$ cat src/serial_iface_pkg.sv
// Package of register map, field positions and mode codes for the serial interface control
`default_nettype none
package serial_iface_pkg;
    // Register indices; the bus sees one aligned word per index
    localparam logic [7:0] CTRL_INDEX = 8'h2A;
    localparam logic [7:0] STATUS_INDEX = 8'h2B;
    localparam logic [7:0] CTRL_OFFSET = 8'(CTRL_INDEX * 4);
    localparam logic [7:0] STATUS_OFFSET = 8'(STATUS_INDEX * 4);
    localparam logic [7:0] PORT_OFFSET = 8'h30;
    localparam logic [7:0] CTRL_RESET = 8'h00;
    localparam logic [7:0] PORT_RESET = 8'h00;
    localparam int START_IE_BIT = 7;
    localparam int OVF_IE_BIT = 6;
    localparam int WM_HI_BIT = 5;
    localparam int WM_LO_BIT = 4;
    localparam int CS_HI_BIT = 3;
    localparam int CS_LO_BIT = 2;
    localparam int STROBE_BIT = 1;
    localparam int TOGGLE_BIT = 0;
    localparam int START_FLAG_BIT = 7;
    localparam int OVF_FLAG_BIT = 6;
    localparam int DO_BIT = 0;
    localparam int DI_BIT = 1;
    localparam int SCK_BIT = 2;
    localparam logic [1:0] WM_OFF = 2'h0;
    localparam logic [1:0] WM_THREE = 2'h1;
    localparam logic [1:0] WM_TWO = 2'h2;
    localparam logic [1:0] WM_TWO_HOLD = 2'h3;
    localparam logic [1:0] AXI_OKAY = 2'h0;
    localparam logic [1:0] AXI_SLVERR = 2'h2;
endpackage
`default_nettype wire

$ cat src/serial_iface_wire_mode_control.sv
// Wire-mode output control, start and overflow flags and interrupt requests
`default_nettype none
// What this block does
// RL1: Start-condition enable set means start flag requests an interrupt.
// RL2: A pending start flag interrupts immediately once enable and global enable are set.
// RL3: Overflow enable set means overflow flag requests an interrupt.
// RL4: A pending overflow flag interrupts immediately once enable and global enable are set.
// RL5: Wire mode field alters only output drivers, never input function.
// RL6: Inputs are sampled and external clocking counts in every mode.
// RL7: Mode 00 disables outputs, hold and start detector; pins act as ports.
// RL8: Three-wire mode puts serial data on data-out pin; direction bit still gates.
// RL9: Three-wire input data-out pin takes pull-up from its port bit.
// RL10: Three-wire mode leaves data-in and clock pins as ordinary ports.
// RL11: Software makes master clock by toggling clock port bit, maybe via toggle strobe.
// RL12: Two-wire pins are open-drain, driver enabled only by direction bit one.
// RL13: Enabled data driver pulls low if data bit or port bit is zero.
// RL14: Enabled clock driver pulls low if port bit zero or hold requested.
// RL15: Two-wire start condition seen while clock direction bit is one holds clock low until start flag cleared.
// RL16: Two-wire modes disable pull-ups on data and clock pins.
// RL17: Mode 11 also holds clock low after overflow until overflow flag cleared.
// RL18: Control resets to zero; strobe and toggle bits write-only, read zero.
// RL19: Two-wire reuses data-in pin as data line and clock pin as clock line.
// RL20: Start flag sets on start condition in two-wire, any clock edge in three-wire mode.
// RL21: Overflow flag sets on counter wrap 15 to 0, cleared by writing one.
module serial_iface_wire_mode_control #(
    parameter int PORT_WIDTH = 3
) (
    input wire logic ref_clk,
    input wire logic rst_n,
    input wire logic [7:0] s_axi_awaddr,
    input wire logic s_axi_awvalid,
    output logic s_axi_awready,
    input wire logic [31:0] s_axi_wdata,
    input wire logic [3:0] s_axi_wstrb,
    input wire logic s_axi_wvalid,
    output logic s_axi_wready,
    output logic [1:0] s_axi_bresp,
    output logic s_axi_bvalid,
    input wire logic s_axi_bready,
    input wire logic [7:0] s_axi_araddr,
    input wire logic s_axi_arvalid,
    output logic s_axi_arready,
    output logic [31:0] s_axi_rdata,
    output logic [1:0] s_axi_rresp,
    output logic s_axi_rvalid,
    input wire logic s_axi_rready,
    input wire logic globalIrqEnable,
    input wire logic [PORT_WIDTH-1:0] port_direction_bits,
    input wire logic dataRegMsb,
    input wire logic [3:0] counterValue,
    input wire logic counterStep,
    input wire logic dataOutPinIn,
    input wire logic serial_data_in_pin,
    input wire logic serial_clock_pin,
    output logic dataOutPinOut,
    output logic dataOutPinOe,
    output logic dataOutPullup,
    output logic sdaOut,
    output logic sdaOe,
    output logic sdaPullup,
    output logic sclOut,
    output logic sclOe,
    output logic sclPullup,
    output logic sampledData,
    output logic sampledClock,
    output logic clockEdge,
    output logic [1:0] clockSelect,
    output logic strobePulse,
    output logic startIrq,
    output logic overflowIrq
);
    logic [7:0] ctrl_reg;
    logic [PORT_WIDTH-1:0] port_output_bits;
    logic start_cond_flag;
    logic overflowFlag;
    logic holdStart;
    logic holdOverflow;
    logic [1:0] sdaSync;
    logic [1:0] sclSync;
    logic sclLast;
    logic sdaLast;
    logic [3:0] cntLast;
    logic cntStepLast;
    logic awHeld;
    logic wHeld;
    logic [7:0] awAddr;
    logic [31:0] wData;
    logic [3:0] wStrb;
    logic wrFire;
    logic wrCtrl;
    logic wrStatus;
    logic wrPort;
    logic [1:0] wireMode;
    logic twoWire;
    logic startSeen;
    logic anyClkEdge;
    logic wrapSeen;
    logic startSet;
    logic ovfSet;
    localparam logic [PORT_WIDTH-1:0] PORT_RESET_W = '0;

    function automatic logic is_mapped(input logic [7:0] addr);
        is_mapped = (addr == serial_iface_pkg::CTRL_OFFSET) ||
                    (addr == serial_iface_pkg::STATUS_OFFSET) ||
                    (addr == serial_iface_pkg::PORT_OFFSET);
    endfunction

    assign wireMode = ctrl_reg[serial_iface_pkg::WM_HI_BIT:serial_iface_pkg::WM_LO_BIT];
    assign twoWire = wireMode[1]; // RL19
    assign wrFire = awHeld && wHeld && !s_axi_bvalid;
    assign wrCtrl = wrFire && wStrb[0] && (awAddr == serial_iface_pkg::CTRL_OFFSET);
    assign wrStatus = wrFire && wStrb[0] && (awAddr == serial_iface_pkg::STATUS_OFFSET);
    assign wrPort = wrFire && wStrb[0] && (awAddr == serial_iface_pkg::PORT_OFFSET);
    // Inputs read only after the second sync stage
    assign startSeen = twoWire && sclSync[1] && sclLast && sdaLast && !sdaSync[1]; // RL20
    assign anyClkEdge = (wireMode != serial_iface_pkg::WM_OFF) && !twoWire &&
                        (sclSync[1] != sclLast); // RL20
    assign wrapSeen = counterStep && !cntStepLast && (cntLast == 4'hF) &&
                      (counterValue == 4'h0); // RL21
    assign startSet = startSeen || anyClkEdge;
    assign ovfSet = wrapSeen;

    // Two-stage synchronisers for the pins
    always_ff @(posedge ref_clk or negedge rst_n) begin
        if (!rst_n) begin
            sdaSync <= 2'h3;
            sclSync <= 2'h3;
            sdaLast <= 1'b1;
            sclLast <= 1'b1;
        end else begin
            sdaSync <= {sdaSync[0], serial_data_in_pin};
            sclSync <= {sclSync[0], serial_clock_pin};
            sdaLast <= sdaSync[1];
            sclLast <= sclSync[1];
        end
    end

    always_ff @(posedge ref_clk or negedge rst_n) begin
        if (!rst_n) begin
            cntLast <= 4'h0;
            cntStepLast <= 1'b0;
        end else begin
            cntLast <= counterValue;
            cntStepLast <= counterStep;
        end
    end

    // Write channel: address and data taken in either order
    always_ff @(posedge ref_clk or negedge rst_n) begin
        if (!rst_n) begin
            awHeld <= 1'b0;
            wHeld <= 1'b0;
            awAddr <= 8'h00;
            wData <= 32'h0000_0000;
            wStrb <= 4'h0;
            s_axi_bvalid <= 1'b0;
            s_axi_bresp <= serial_iface_pkg::AXI_OKAY;
        end else begin
            if (s_axi_awvalid && s_axi_awready) begin
                awHeld <= 1'b1;
                awAddr <= s_axi_awaddr;
            end
            if (s_axi_wvalid && s_axi_wready) begin
                wHeld <= 1'b1;
                wData <= s_axi_wdata;
                wStrb <= s_axi_wstrb;
            end
            if (wrFire) begin
                awHeld <= 1'b0;
                wHeld <= 1'b0;
                s_axi_bvalid <= 1'b1;
                s_axi_bresp <= is_mapped(awAddr) ? serial_iface_pkg::AXI_OKAY :
                               serial_iface_pkg::AXI_SLVERR;
            end else if (s_axi_bvalid && s_axi_bready) begin
                s_axi_bvalid <= 1'b0;
            end
        end
    end

    assign s_axi_awready = !awHeld && !s_axi_bvalid;
    assign s_axi_wready = !wHeld && !s_axi_bvalid;

    // Control register; strobe bits are never stored
    always_ff @(posedge ref_clk or negedge rst_n) begin
        if (!rst_n) begin
            ctrl_reg <= serial_iface_pkg::CTRL_RESET; // RL18
            strobePulse <= 1'b0;
        end else begin
            strobePulse <= wrCtrl && wData[serial_iface_pkg::STROBE_BIT];
            if (wrCtrl) begin
                ctrl_reg <= {wData[7:2], 2'h0}; // RL18
            end
        end
    end

    // Port output bits; toggle strobe flips the clock bit
    always_ff @(posedge ref_clk or negedge rst_n) begin
        if (!rst_n) begin
            port_output_bits <= PORT_RESET_W;
        end else if (wrPort) begin
            port_output_bits <= wData[PORT_WIDTH-1:0];
        end else if (wrCtrl && wData[serial_iface_pkg::TOGGLE_BIT]) begin
            port_output_bits[serial_iface_pkg::SCK_BIT] <=
                !port_output_bits[serial_iface_pkg::SCK_BIT]; // RL11
        end
    end

    // Flags: a set in the same cycle as a clear wins
    always_ff @(posedge ref_clk or negedge rst_n) begin
        if (!rst_n) begin
            start_cond_flag <= 1'b0;
            overflowFlag <= 1'b0;
        end else begin
            if (startSet) begin
                start_cond_flag <= 1'b1; // RL20
            end else if (wrStatus && wData[serial_iface_pkg::START_FLAG_BIT]) begin
                start_cond_flag <= 1'b0;
            end
            if (ovfSet) begin
                overflowFlag <= 1'b1; // RL21
            end else if (wrStatus && wData[serial_iface_pkg::OVF_FLAG_BIT]) begin
                overflowFlag <= 1'b0; // RL21
            end
        end
    end

    // Clock holds; mode 00 never holds
    always_ff @(posedge ref_clk or negedge rst_n) begin
        if (!rst_n) begin
            holdStart <= 1'b0;
            holdOverflow <= 1'b0;
        end else begin
            if (twoWire && startSeen && port_direction_bits[serial_iface_pkg::SCK_BIT]) begin
                holdStart <= 1'b1; // RL15
            end else if (!start_cond_flag || !twoWire) begin
                holdStart <= 1'b0; // RL15
            end
            if (wireMode == serial_iface_pkg::WM_TWO_HOLD && ovfSet) begin
                holdOverflow <= 1'b1; // RL17
            end else if (!overflowFlag) begin
                holdOverflow <= 1'b0; // RL17
            end
        end
    end

    // Level interrupts, so a flag pending at enable fires at once
    always_ff @(posedge ref_clk or negedge rst_n) begin
        if (!rst_n) begin
            startIrq <= 1'b0;
            overflowIrq <= 1'b0;
        end else begin
            startIrq <= start_cond_flag && ctrl_reg[serial_iface_pkg::START_IE_BIT] &&
                        globalIrqEnable; // RL1 RL2
            overflowIrq <= overflowFlag && ctrl_reg[serial_iface_pkg::OVF_IE_BIT] &&
                           globalIrqEnable; // RL3 RL4
        end
    end

    // Pin drivers; only the output side depends on mode
    always_ff @(posedge ref_clk or negedge rst_n) begin
        if (!rst_n) begin
            dataOutPinOut <= 1'b0;
            dataOutPinOe <= 1'b0;
            dataOutPullup <= 1'b0;
            sdaOut <= 1'b0;
            sdaOe <= 1'b0;
            sdaPullup <= 1'b0;
            sclOut <= 1'b0;
            sclOe <= 1'b0;
            sclPullup <= 1'b0;
        end else begin
            dataOutPinOe <= port_direction_bits[serial_iface_pkg::DO_BIT]; // RL8
            dataOutPullup <= !port_direction_bits[serial_iface_pkg::DO_BIT] &&
                             port_output_bits[serial_iface_pkg::DO_BIT]; // RL9
            dataOutPinOut <= (wireMode == serial_iface_pkg::WM_THREE) ? dataRegMsb :
                             port_output_bits[serial_iface_pkg::DO_BIT]; // RL7 RL8
            if (twoWire) begin
                sdaOut <= 1'b0; // RL12
                sdaOe <= port_direction_bits[serial_iface_pkg::DI_BIT] &&
                         (!dataRegMsb || !port_output_bits[serial_iface_pkg::DI_BIT]); // RL13
                sclOut <= 1'b0;
                sclOe <= port_direction_bits[serial_iface_pkg::SCK_BIT] &&
                         (!port_output_bits[serial_iface_pkg::SCK_BIT] ||
                          holdStart || (holdOverflow &&
                          wireMode == serial_iface_pkg::WM_TWO_HOLD)); // RL14 RL17
                sdaPullup <= 1'b0; // RL16
                sclPullup <= 1'b0; // RL16
            end else begin
                // Ordinary port pins in modes 00 and 01
                sdaOut <= port_output_bits[serial_iface_pkg::DI_BIT]; // RL7 RL10
                sdaOe <= port_direction_bits[serial_iface_pkg::DI_BIT];
                sdaPullup <= !port_direction_bits[serial_iface_pkg::DI_BIT] &&
                             port_output_bits[serial_iface_pkg::DI_BIT];
                sclOut <= port_output_bits[serial_iface_pkg::SCK_BIT]; // RL10
                sclOe <= port_direction_bits[serial_iface_pkg::SCK_BIT];
                sclPullup <= !port_direction_bits[serial_iface_pkg::SCK_BIT] &&
                             port_output_bits[serial_iface_pkg::SCK_BIT];
            end
        end
    end

    // Inputs keep their function whatever the mode
    always_ff @(posedge ref_clk or negedge rst_n) begin
        if (!rst_n) begin
            sampledData <= 1'b1;
            sampledClock <= 1'b1;
            clockEdge <= 1'b0;
            clockSelect <= 2'h0;
        end else begin
            sampledData <= sdaSync[1]; // RL5 RL6
            sampledClock <= sclSync[1]; // RL6
            clockEdge <= sclSync[1] != sclLast; // RL6
            clockSelect <= ctrl_reg[serial_iface_pkg::CS_HI_BIT:serial_iface_pkg::CS_LO_BIT];
        end
    end

    // Read channel, one cycle after address
    always_ff @(posedge ref_clk or negedge rst_n) begin
        if (!rst_n) begin
            s_axi_rvalid <= 1'b0;
            s_axi_rdata <= 32'h0000_0000;
            s_axi_rresp <= serial_iface_pkg::AXI_OKAY;
        end else if (s_axi_arvalid && s_axi_arready) begin
            s_axi_rvalid <= 1'b1;
            s_axi_rresp <= serial_iface_pkg::AXI_OKAY;
            if (s_axi_araddr == serial_iface_pkg::CTRL_OFFSET) begin
                s_axi_rdata <= {24'h000000, ctrl_reg}; // RL18
            end else if (s_axi_araddr == serial_iface_pkg::STATUS_OFFSET) begin
                s_axi_rdata <= {24'h000000, start_cond_flag, overflowFlag, 2'h0, counterValue};
            end else if (s_axi_araddr == serial_iface_pkg::PORT_OFFSET) begin
                s_axi_rdata <= 32'(port_output_bits);
            end else begin
                s_axi_rdata <= 32'h0000_0000;
                s_axi_rresp <= serial_iface_pkg::AXI_SLVERR;
            end
        end else if (s_axi_rvalid && s_axi_rready) begin
            s_axi_rvalid <= 1'b0;
        end
    end

    assign s_axi_arready = !s_axi_rvalid;
endmodule
`default_nettype wire

$ cat config.mk
export PLATFORM = sky130hd
export DESIGN_NAME = serial_iface_wire_mode_control
export DESIGN_NICKNAME = d
export VERILOG_FILES = /design/src/serial_iface_pkg.sv /design/src/serial_iface_wire_mode_control.sv
export SDC_FILE = /design/constraint.sdc
export NUM_CORES = 1
export LEC_CHECK = 0
export BUFFER_PORTS_ARGS = -buffer_cell sky130_fd_sc_hd__buf_2
export CAP_MARGIN = 20
export CORE_UTILIZATION = 48
export CTS_BUF_LIST = sky130_fd_sc_hd__clkbuf_2
export DETAILED_ROUTE_END_ITERATION = 16
export HOLD_SLACK_MARGIN = 0.1
export PLACE_DENSITY = 0.82
export SKIP_LAST_GASP = 1
export SLEW_MARGIN = 20
export SYNTH_ARGS = -nofsm -noshare
export SYNTH_HDL_FRONTEND = slang
export SYNTH_SLANG_ARGS = --single-unit
$ cat constraint.sdc
create_clock -name ref_clk -period 1.7 [get_ports ref_clk]
set_input_delay 0.17 -clock ref_clk [delete_from_list [all_inputs] [get_ports ref_clk]]
set_output_delay 0.17 -clock ref_clk [all_outputs]
set_load 0.01 [all_outputs]
* Word-level counts from Yosys, hierarchy flattened
Index checks and enable logic that the tools add are counted.
** Word-level totals
- Flip-flop bits (word level) :: 96
- Latch bits :: 0
- Bits in writable memories :: 0
- ROM bits :: 0
- Output and inout port bits :: 58
- Memories kept :: 0
** Cells by class
- Add/subtract/negate cells :: 0
- Multipliers :: 0
- Divide/modulo/power cells :: 0
- Magnitude comparators :: 0
- Eq/ne operators :: 11
- Shifts and indexed selects :: 0
- Mux-type cells :: 32
- Bitwise gates (word level) :: 0
- Reduce and logical (&&, ||, !) cells :: 70
** Operator list (number)
- $logic_and A1 B1 Y1 :: 39
- $eq A8 B8 Y1 const B :: 4
- $mux W32 :: 1
- $mux W1 :: 25
- $reduce_bool A2 Y1 :: 9
- $eq A8 B6 Y1 const B :: 2
- $logic_not A1 Y1 :: 14
- $mux W2 :: 4
- $mux W8 :: 1
- $logic_or A1 B1 Y1 :: 7
- $eq A4 B4 Y1 const B :: 1
- $logic_not A4 Y1 :: 1
- $mux W3 :: 1
- $eq A2 B1 Y1 const B :: 1
- $eq A2 B2 Y1 const B :: 1
- $ne A2 B1 Y1 const B :: 1
- $ne A1 B1 Y1 :: 1

* Depth between registers and ports, before layout
Gate-level depths: netlist of the first run.
- Depth after elaboration :: 7
- Depth in mapped cells :: 5
- Depth with buffers taken out :: 4

* Least setup slack after synthesis of the first run
No wires, ideal clock.
- Path kind :: register to register
- From :: register s_axi_bvalid
- To :: register ctrl_reg[2]
- Library setup time :: 0.125 ns
- Arrival :: 1.469 ns
- Data required time :: 1.575 ns
- Setup slack :: 0.106 ns
- Stages on the path, launching flop included :: 6
- Buffers on the path :: 1
- Period minus slack after synthesis :: 1.594 ns
- Path through :: dfrtp_1 nand3b_4 and4bb_4 and2b_1 buf_6 mux2_4
** Between the ends
- Cells in the longest elaborated chain, start to end :: 4
** RTL lines
- from (decl) :: RTL line serial_iface_wire_mode_control.sv:38 : output logic s_axi_bvalid,
- from (signal assigned) :: RTL line serial_iface_wire_mode_control.sv:156 : s_axi_bvalid <= 1'b0;
- from (signal assigned) :: RTL line serial_iface_wire_mode_control.sv:171 : s_axi_bvalid <= 1'b1;
- from (signal assigned) :: RTL line serial_iface_wire_mode_control.sv:175 : s_axi_bvalid <= 1'b0;
- $logic_not A1 Y1 :: RTL line serial_iface_wire_mode_control.sv:110 : assign wrFire = awHeld && wHeld && !s_axi_bvalid;
- $logic_and A1 B1 Y1 :: RTL line serial_iface_wire_mode_control.sv:110
- $logic_and A1 B1 Y1 (2 in series) :: RTL line serial_iface_wire_mode_control.sv:111 : assign wrCtrl = wrFire && wStrb[0] && (awAddr == serial_iface_pkg::CTRL_OFFSET);
- to (signal assigned) :: RTL line serial_iface_wire_mode_control.sv:186 : ctrl_reg <= serial_iface_pkg::CTRL_RESET;
- to (signal assigned) :: RTL line serial_iface_wire_mode_control.sv:191 : ctrl_reg <= {wData[7:2], 2'h0};
- to (decl) :: RTL line serial_iface_wire_mode_control.sv:72 : logic [7:0] ctrl_reg;
No other way between the ends.
A chain may end at the register's enable or synchronous reset.

* Final worst setup path of the first run
- From :: register awAddr[6]
- To :: register ctrl_reg[4]
** Between the ends
- Cells in the longest elaborated chain, start to end :: 2
** RTL lines
- from (decl) :: RTL line serial_iface_wire_mode_control.sv:86 : logic [7:0] awAddr;
- from (signal assigned) :: RTL line serial_iface_wire_mode_control.sv:161 : awAddr <= s_axi_awaddr;
- $eq A8 B8 Y1 :: RTL line serial_iface_wire_mode_control.sv:111
- $logic_and A1 B1 Y1 :: RTL line serial_iface_wire_mode_control.sv:111
No other way between the ends.

==> results of run 1 <==
==> stage by stage <==
stage	setup TNS, ps	hold WS (ps)
2_1_floorplan	0	-126
3_3_place_gp	0	213
3_5_place_dp	0	220
4_1_cts	0	129
5_1_grt	-75.1	138
6_report	0	172
==> worst reg2reg max path, cell delays in order (launching register included) <==
cell and delay (ps):
dfrtp_1 420, nand3b_1 200, and4bb_4 370, and2b_2 170
buf_6 120, mux2_4 290
==> synthesized netlist by cell type (all sizes together), types with 3 or more instances <==
cell / count
nor2b: 8
nand4: 3
o21ai: 7
a21o: 3
dfstp: 6
and2: 4
dfrtp: 64
and3: 3
buf: 30
nor2: 11
mux2i: 3
nand2: 8
nor4b: 4
nand3: 5
mux2: 28
inv: 5
==> per-layer routing <==
metal  up-vias  GRT usage, %  part of all wire [%]
li1        961             -                     -
met1       999          25.5                    43
met2        85          34.0                    50
met3        13          4.91                   5.5
met4         0          8.93                   1.7
met5         -             0                     0
==> kinds of logic (layout without fill, tap and decap cells) <==
kind of cell | Yosys count | count (layout)
DFF | 70 | 70
and+or+nand+nor | 55 | 55
buffers and inverters | 37 | 142
muxes | 31 | 31
AOI/OAI and AO/OA | 23 | 23
xor gates and xnor gates | 2 | 2
other | 1 | 26
==> power groups by stage <==
stage,Sequential (mW),Combinational [mW],Clock (mW)
global placement,2.29,0.927,0
global route,2.34,1.15,1.17
floorplan,2.27,0.660,0
finish,2.28,1.04,1.06
CTS,2.28,1.04,1.10
detailed placement,2.31,0.965,0
==> cell type report <==
type / instances / share of cell area, %
sequential: 70 / 45.9
clock buffer: 12 / 1.57
timing repair buffer: 121 / 21.9
multi-input combinational: 137 / 25.8
inverter: 5 / 0.490
clock inverter: 4 / 1.90
tap: 72 / 2.35
==> worst max path at each step <==
stage,slack [ps],endpoint,cells after the start,from
after floorplan,110,ctrl_reg[2],5,s_axi_bvalid
after global placement,80,ctrl_reg[4],5,awAddr[6]
after detailed placement,60,ctrl_reg[4],5,awAddr[6]
after CTS,30,ctrl_reg[4],5,awAddr[6]
after global routing,-20,ctrl_reg[3],5,awAddr[6]
final,30,ctrl_reg[4],5,awAddr[6]
==> repair_timing <==
action                                 4_1_cts  5_1_grt
endpoints found under the hold margin      114        0
setup endpoints to repair                    0        6
resized for setup                            0        3
hold buffers                                39        0
buffers inserted                             0        1
==> flow_summary_export.csv, run 1 <==
group,metric,value,unit
route,routed_wl,5920,um
job,cap_violations,0,
yosys,synthFlopType,"dfrtp_1",
yosys,synthCells,219,
critical_path,crit_fanout,4,
critical_path,r2r_slack,30,ps
power_and_ir_drop,seqPwrFrac,52.0,%
floorplanning,io_pins,130,
route,drt_iter0_markers,116,
critical_path,crit_chain,"nand3b_1 > and4bb_4 > and2b_2 > buf_6 > mux2_4",
cells_and_area,layout.cells.non_filler,421,
critical_path,r2r-end,"ctrl_reg[4]",
sta,final_hold_viol_count,0,
floorplanning,die-area,6360,um^2
yosys,yosys-top-cells-area,"dfrtp_1, mux2_2, buf_4, dfstp_2, mux2_4",
yosys,synth.yosys.seq_area_share,60.6,%
yosys,synth_compound_area_share,5.35,%
worst_hold_path,holdPathStages,4,
place,finalWeightedCongestion,0.776,
power_and_ir_drop,p_int,3.12,mW
clock_network,root_buffer,"clkbuf_2",
yosys,synth-async-reset-ratio,100,%
floorplanning,die_h,79.8,um
power_and_ir_drop,p_sw,1.26,mW
critical_path,worst-r2r-cell-count,5,
clock_network,cts.sinks,70,
critical_path,cp.required,2070,ps
critical_path,path_class,"reg -> reg",
critical_path,cp_slowest_cell,"dfrtp_1",
clock_network,clock_latency,480,ps
sta,drv_slew,0,
grt,globalRouteOverflowTotal,0,
critical_path,cp_top_family,"simple AND/OR/NAND/NOR gates",
place,dp.cells,365,
sta,rsz0062_at_grt,"true",
route,routedWlPerCell,14.1,um
place,dp_hpwl,3930,um
cells_and_area,fillCellCount,441,
yosys,synth_top_area_cell,"dfrtp_1",
critical_path,cp_slowest_stage_delay,420,ps
critical_path,worst_ep_arrival_time,2050,ps
grt,grt_pass1_vias,2038,
sta,fin_worst_skew,22.2,ps
yosys,syn_area,2900,um^2
cells_and_area,top_regs,"awAddr x8, s_axi_rdata x8, wData x8",
cells_and_area,multi_input_area,990,um^2
route,drc_errors,0,
power_and_ir_drop,clkPwrFrac,24.3,%
power_and_ir_drop,comb_power_share,23.7,%
floorplanning,die_x,79.8,um
sta,fin_ws,26.6,ps
floorplanning,start_util,51.1,%
yosys,synth-seq-cells,70,
status,status,"finished, final reports clean",
route,first_pass_iters,4,
yosys,yosysUniqueCellTypes,43,
critical_path,crit_path_end_kind,"flop",
clock_network,cts_max_path_buffers,2,
power_and_ir_drop,finalPower,4.38,mW
yosys,synth_fa_ha_area_share,0,%
cells_and_area,layout-drive-gt1-share,39.8,%
yosys,synth_mux_area_share,12.7,%
grt,antenna_found_initial,0,
critical_path,crit_buf_inv,1,
cells_and_area,final_cell_mix,"buf_2, dfrtp_1, dlygate4sd3_1",
yosys,synth.avg_cell_area,13.2,um^2
cells_and_area,layout.nets,416,
worst_hold_path,worstHoldStart,"s_axi_arvalid",
yosys,synth_top_family_by_area,"multiplexers",
place,placed_area,3290,um^2
power_and_ir_drop,sw_frac_of_total,28.8,%
place,portBuffers,75,
place,dp_slack,62.1,ps
grt,grt_max_degree,71,
power_and_ir_drop,vdd_drop_max,0.000729,V
clock_network,clkTransAtPathRegs,170,ps
yosys,yosys.area_share.simple,12.1,%
route,vias,2058,
route,ant_nets,0,
yosys,yosysTopAreaCellShare,55.2,%
worst_hold_path,holdPathEnd,"s_axi_rdata[2]",
critical_path,r2r-start,"awAddr[6]",
cells_and_area,regArea,1760,um^2
sta,fmax,0.598,GHz
clock_network,cts_made_buffers,9,
power_and_ir_drop,power.density,1140,nW/um^2
cells_and_area,n_antenna_cell,0,
critical_path,worst_setup_path_start_kind,"flop",
grt,grt_first_pass_wirelength,9540,um
yosys,yosys_warnings,0,
clock_network,htree_levels,3,
yosys,synth-edff-count,0,
floorplanning,coreArea,5680,um^2
cells_and_area,design_area,3830,um^2
cells_and_area,syn_to_final_growth,32.0,%
cells_and_area,post-route-util,67.5,%
sta,period_needed,1670,ps
cells_and_area,layout_commonest_cell,"buf_2",
power_and_ir_drop,p_leak,1.96,nW
route,routed_via_density,4.89,
clock_network,cts_tree,"done",
grt,grt_use_total,20.5,%
floorplanning,rows,27,
sta,setup_viol,0,
yosys,yosys.area_share.xor_xnor,0.604,%
worst_hold_path,hp-class,"in -> reg",
sta,fin_crit_sh,98.4,%
(Power assumes the default switching activity.)
==> run 2: changes to the inputs <==
--- a/config.mk
+++ b/config.mk
@@ -5,7 +5,7 @@
 export SDC_FILE = /design/constraint.sdc
 export NUM_CORES = 1
 export LEC_CHECK = 0
-export BUFFER_PORTS_ARGS = -buffer_cell sky130_fd_sc_hd__buf_2
+export BUFFER_PORTS_ARGS = -buffer_cell sky130_fd_sc_hd__buf_4
 export CAP_MARGIN = 20
 export CORE_UTILIZATION = 48
 export CTS_BUF_LIST = sky130_fd_sc_hd__clkbuf_2
==> run 2 against run 1 <==
Against the previous run: combinational power grew 9.6%; critical endpoint is now ctrl_reg[7]; die area is the same; global-route usage shrank 0.23 points; highest routed layer unchanged; non-clock buffer count is the same; final area grew 5.5%; worst setup slack gained 33 ps; register-to-register slack gained 30 ps; via count shrank 1.0%; sequential cell count is the same; sequential share of layout area shrank 2.4 points; critical path depth is the same.
==> flow_summary_export.csv, run 2 (same netlist as run 1, synthesis figures left out) <==
group,metric,value,unit
clock_network,clock_latency,500,ps
power_and_ir_drop,p_int,3.47,mW
power_and_ir_drop,comb_power_share,23.8,%
sta,tns,0,ps
critical_path,setup.worst_path.end,"ctrl_reg[7]",
sta,fin_crit_sh,96.5,%
power_and_ir_drop,p_sw,1.29,mW
cells_and_area,post-route-util,71.2,%
clock_network,htree_levels,3,
critical_path,crit_path_end_kind,"flop",
cells_and_area,regArea,1760,um^2
sta,fin_ws,59.6,ps
route,route.met2.wl,2920,um
route,drt_iter0_markers,56,
critical_path,crit_start,"awAddr[6]",
clock_network,cts_tree,"done",
grt,grt_use_total,20.3,%
grt,globalRouteOverflowTotal,0,
floorplanning,coreArea,5680,um^2
sta,period_needed,1640,ps
floorplanning,rows,27,
cells_and_area,syn_to_final_growth,39.2,%
floorplanning,die-area,6360,um^2
cells_and_area,fillCellCount,396,
sta,worst_pin_slew,721,ps
power_and_ir_drop,power.density,1180,nW/um^2
critical_path,r2r-end,"ctrl_reg[7]",
floorplanning,die_h,79.8,um
critical_path,r2r_slack,60,ps
clock_network,post_cts_buffers,0,
route,routed_via_density,4.84,
place,placed_area,3490,um^2
route,routedWlPerCell,13.8,um
power_and_ir_drop,sw_frac_of_total,27.1,%
route,routed_wl,5820,um
grt,grt_max_degree,61,
power_and_ir_drop,seqPwrFrac,47.8,%
sta,fin_worst_skew,11.8,ps
power_and_ir_drop,clkPwrFrac,28.3,%
floorplanning,io_pins,130,
cells_and_area,layout.nets,416,
power_and_ir_drop,p_leak,2.02,nW
place,dp_slack,46.3,ps
route,wl_met3,398,um
route,ant_nets,0,
clock_network,cts_resized,0,
critical_path,worst_setup_path_start_kind,"flop",
cells_and_area,layout-drive-gt1-share,39.8,%
sta,drv_slew,0,
grt,grt_pass1_vias,2003,
sta,maxSlewHeadroom,51.9,%
sta,final_hold_viol_count,0,
cells_and_area,layout_commonest_cell,"buf_4",
critical_path,path_class,"reg -> reg",
critical_path,worst_ep_arrival_time,2040,ps
cells_and_area,multi_input_area,988,um^2
worst_hold_path,hp-class,"in -> reg",
cells_and_area,n_antenna_cell,0,
route,top_layer,"met4",
power_and_ir_drop,vdd_drop_max,0.00103,V
grt,antenna_found_initial,0,
clock_network,cts.sinks,70,
cells_and_area,final_cell_mix,"buf_4, dfrtp_1, dlygate4sd3_1",
job,cap_violations,0,
critical_path,crit_fanout,4,
status,status,"finished, final reports clean",
clock_network,root_buffer,"clkbuf_2",
floorplanning,die_x,79.8,um
place,portBuffers,75,
clock_network,cts_made_buffers,9,
sta,rsz0062_at_grt,"false",
sta,fmax,0.610,GHz
cells_and_area,top_regs,"awAddr x8, s_axi_rdata x8, wData x8",
sta,fin_worst_hold_slack,102,ps
place,finalWeightedCongestion,0.767,
floorplanning,start_util,51.1,%
sta,setup_viol,0,
clock_network,cts_max_path_buffers,2,
critical_path,worst-r2r-cell-count,5,
place,dp_hpwl,3930,um
grt,grt_first_pass_wirelength,9400,um
critical_path,cp.required,2100,ps
route,first_pass_iters,4,
cells_and_area,design_area,4040,um^2
critical_path,r2r-start,"awAddr[6]",
route,vias,2037,
route,wl_met1,2420,um
route,drc_errors,0,
clock_network,clkTransAtPathRegs,190,ps
==> run 2: worst max-delay path, cell delays in order, from the launching register on <==
cell	delay [ps]
dfrtp_1	430
nand3b_1	190
and4bb_4	330
and2b_1	150
buf_4	150
mux2_4	300
==> run 2: how the worst min path moves through the flow <==
stage,from,endpoint,depth (start not counted)
2_1_floorplan,rst_n,awAddr[0],0
3_3_place_gp,rst_n,dataOutPinOe,1
3_5_place_dp,rst_n,dataOutPullup,1
4_1_cts,s_axi_arvalid,s_axi_rvalid,3
5_1_grt,s_axi_araddr[1],s_axi_rdata[7],4
6_report,s_axi_araddr[1],s_axi_rdata[7],4
==> run 2: per-stage QoR <==
step,std cells,power [mW]
2_1_floorplan,244,2.94
3_3_place_gp,368,3.33
3_5_place_dp,368,3.38
4_1_cts,421,4.79
5_1_grt,421,5.02
6_report,421,4.76
==> run 2: layout make-up <==
type                            count  share of cell area [%]
Sequential cell                    70                    43.6
Multi-Input combinational cell    137                    24.5
Clock inverter                      7                    3.38
Timing Repair Buffer              121                    24.8
Inverter                            5                   0.465
Clock buffer                        9                    1.12
Tap cell                           72                    2.23
==> run 2: per-layer routing <==
metal	global-route usage, %	vias to the layer above
met2	34.0	82
met3	7.31	9
li1	-	965
met5	0	-
met1	24.0	981
met4	6.96	0
==> run 2: power groups by stage <==
| stage | Combinational (mW) | Clock [mW] | Sequential [mW] |
|---|---|---|---|
| 2_1_floorplan | 0.660 | 0 | 2.27 |
| 3_3_place_gp | 1.03 | 0 | 2.29 |
| 3_5_place_dp | 1.06 | 0 | 2.32 |
| 4_1_cts | 1.14 | 1.38 | 2.28 |
| 5_1_grt | 1.23 | 1.46 | 2.33 |
| 6_report | 1.14 | 1.35 | 2.28 |
==> run 2: what timing repair did <==
action	in CTS	in global routing
hold endpoints to repair	104	1
endpoints found under the setup margin	0	8
hold buffers	37	1
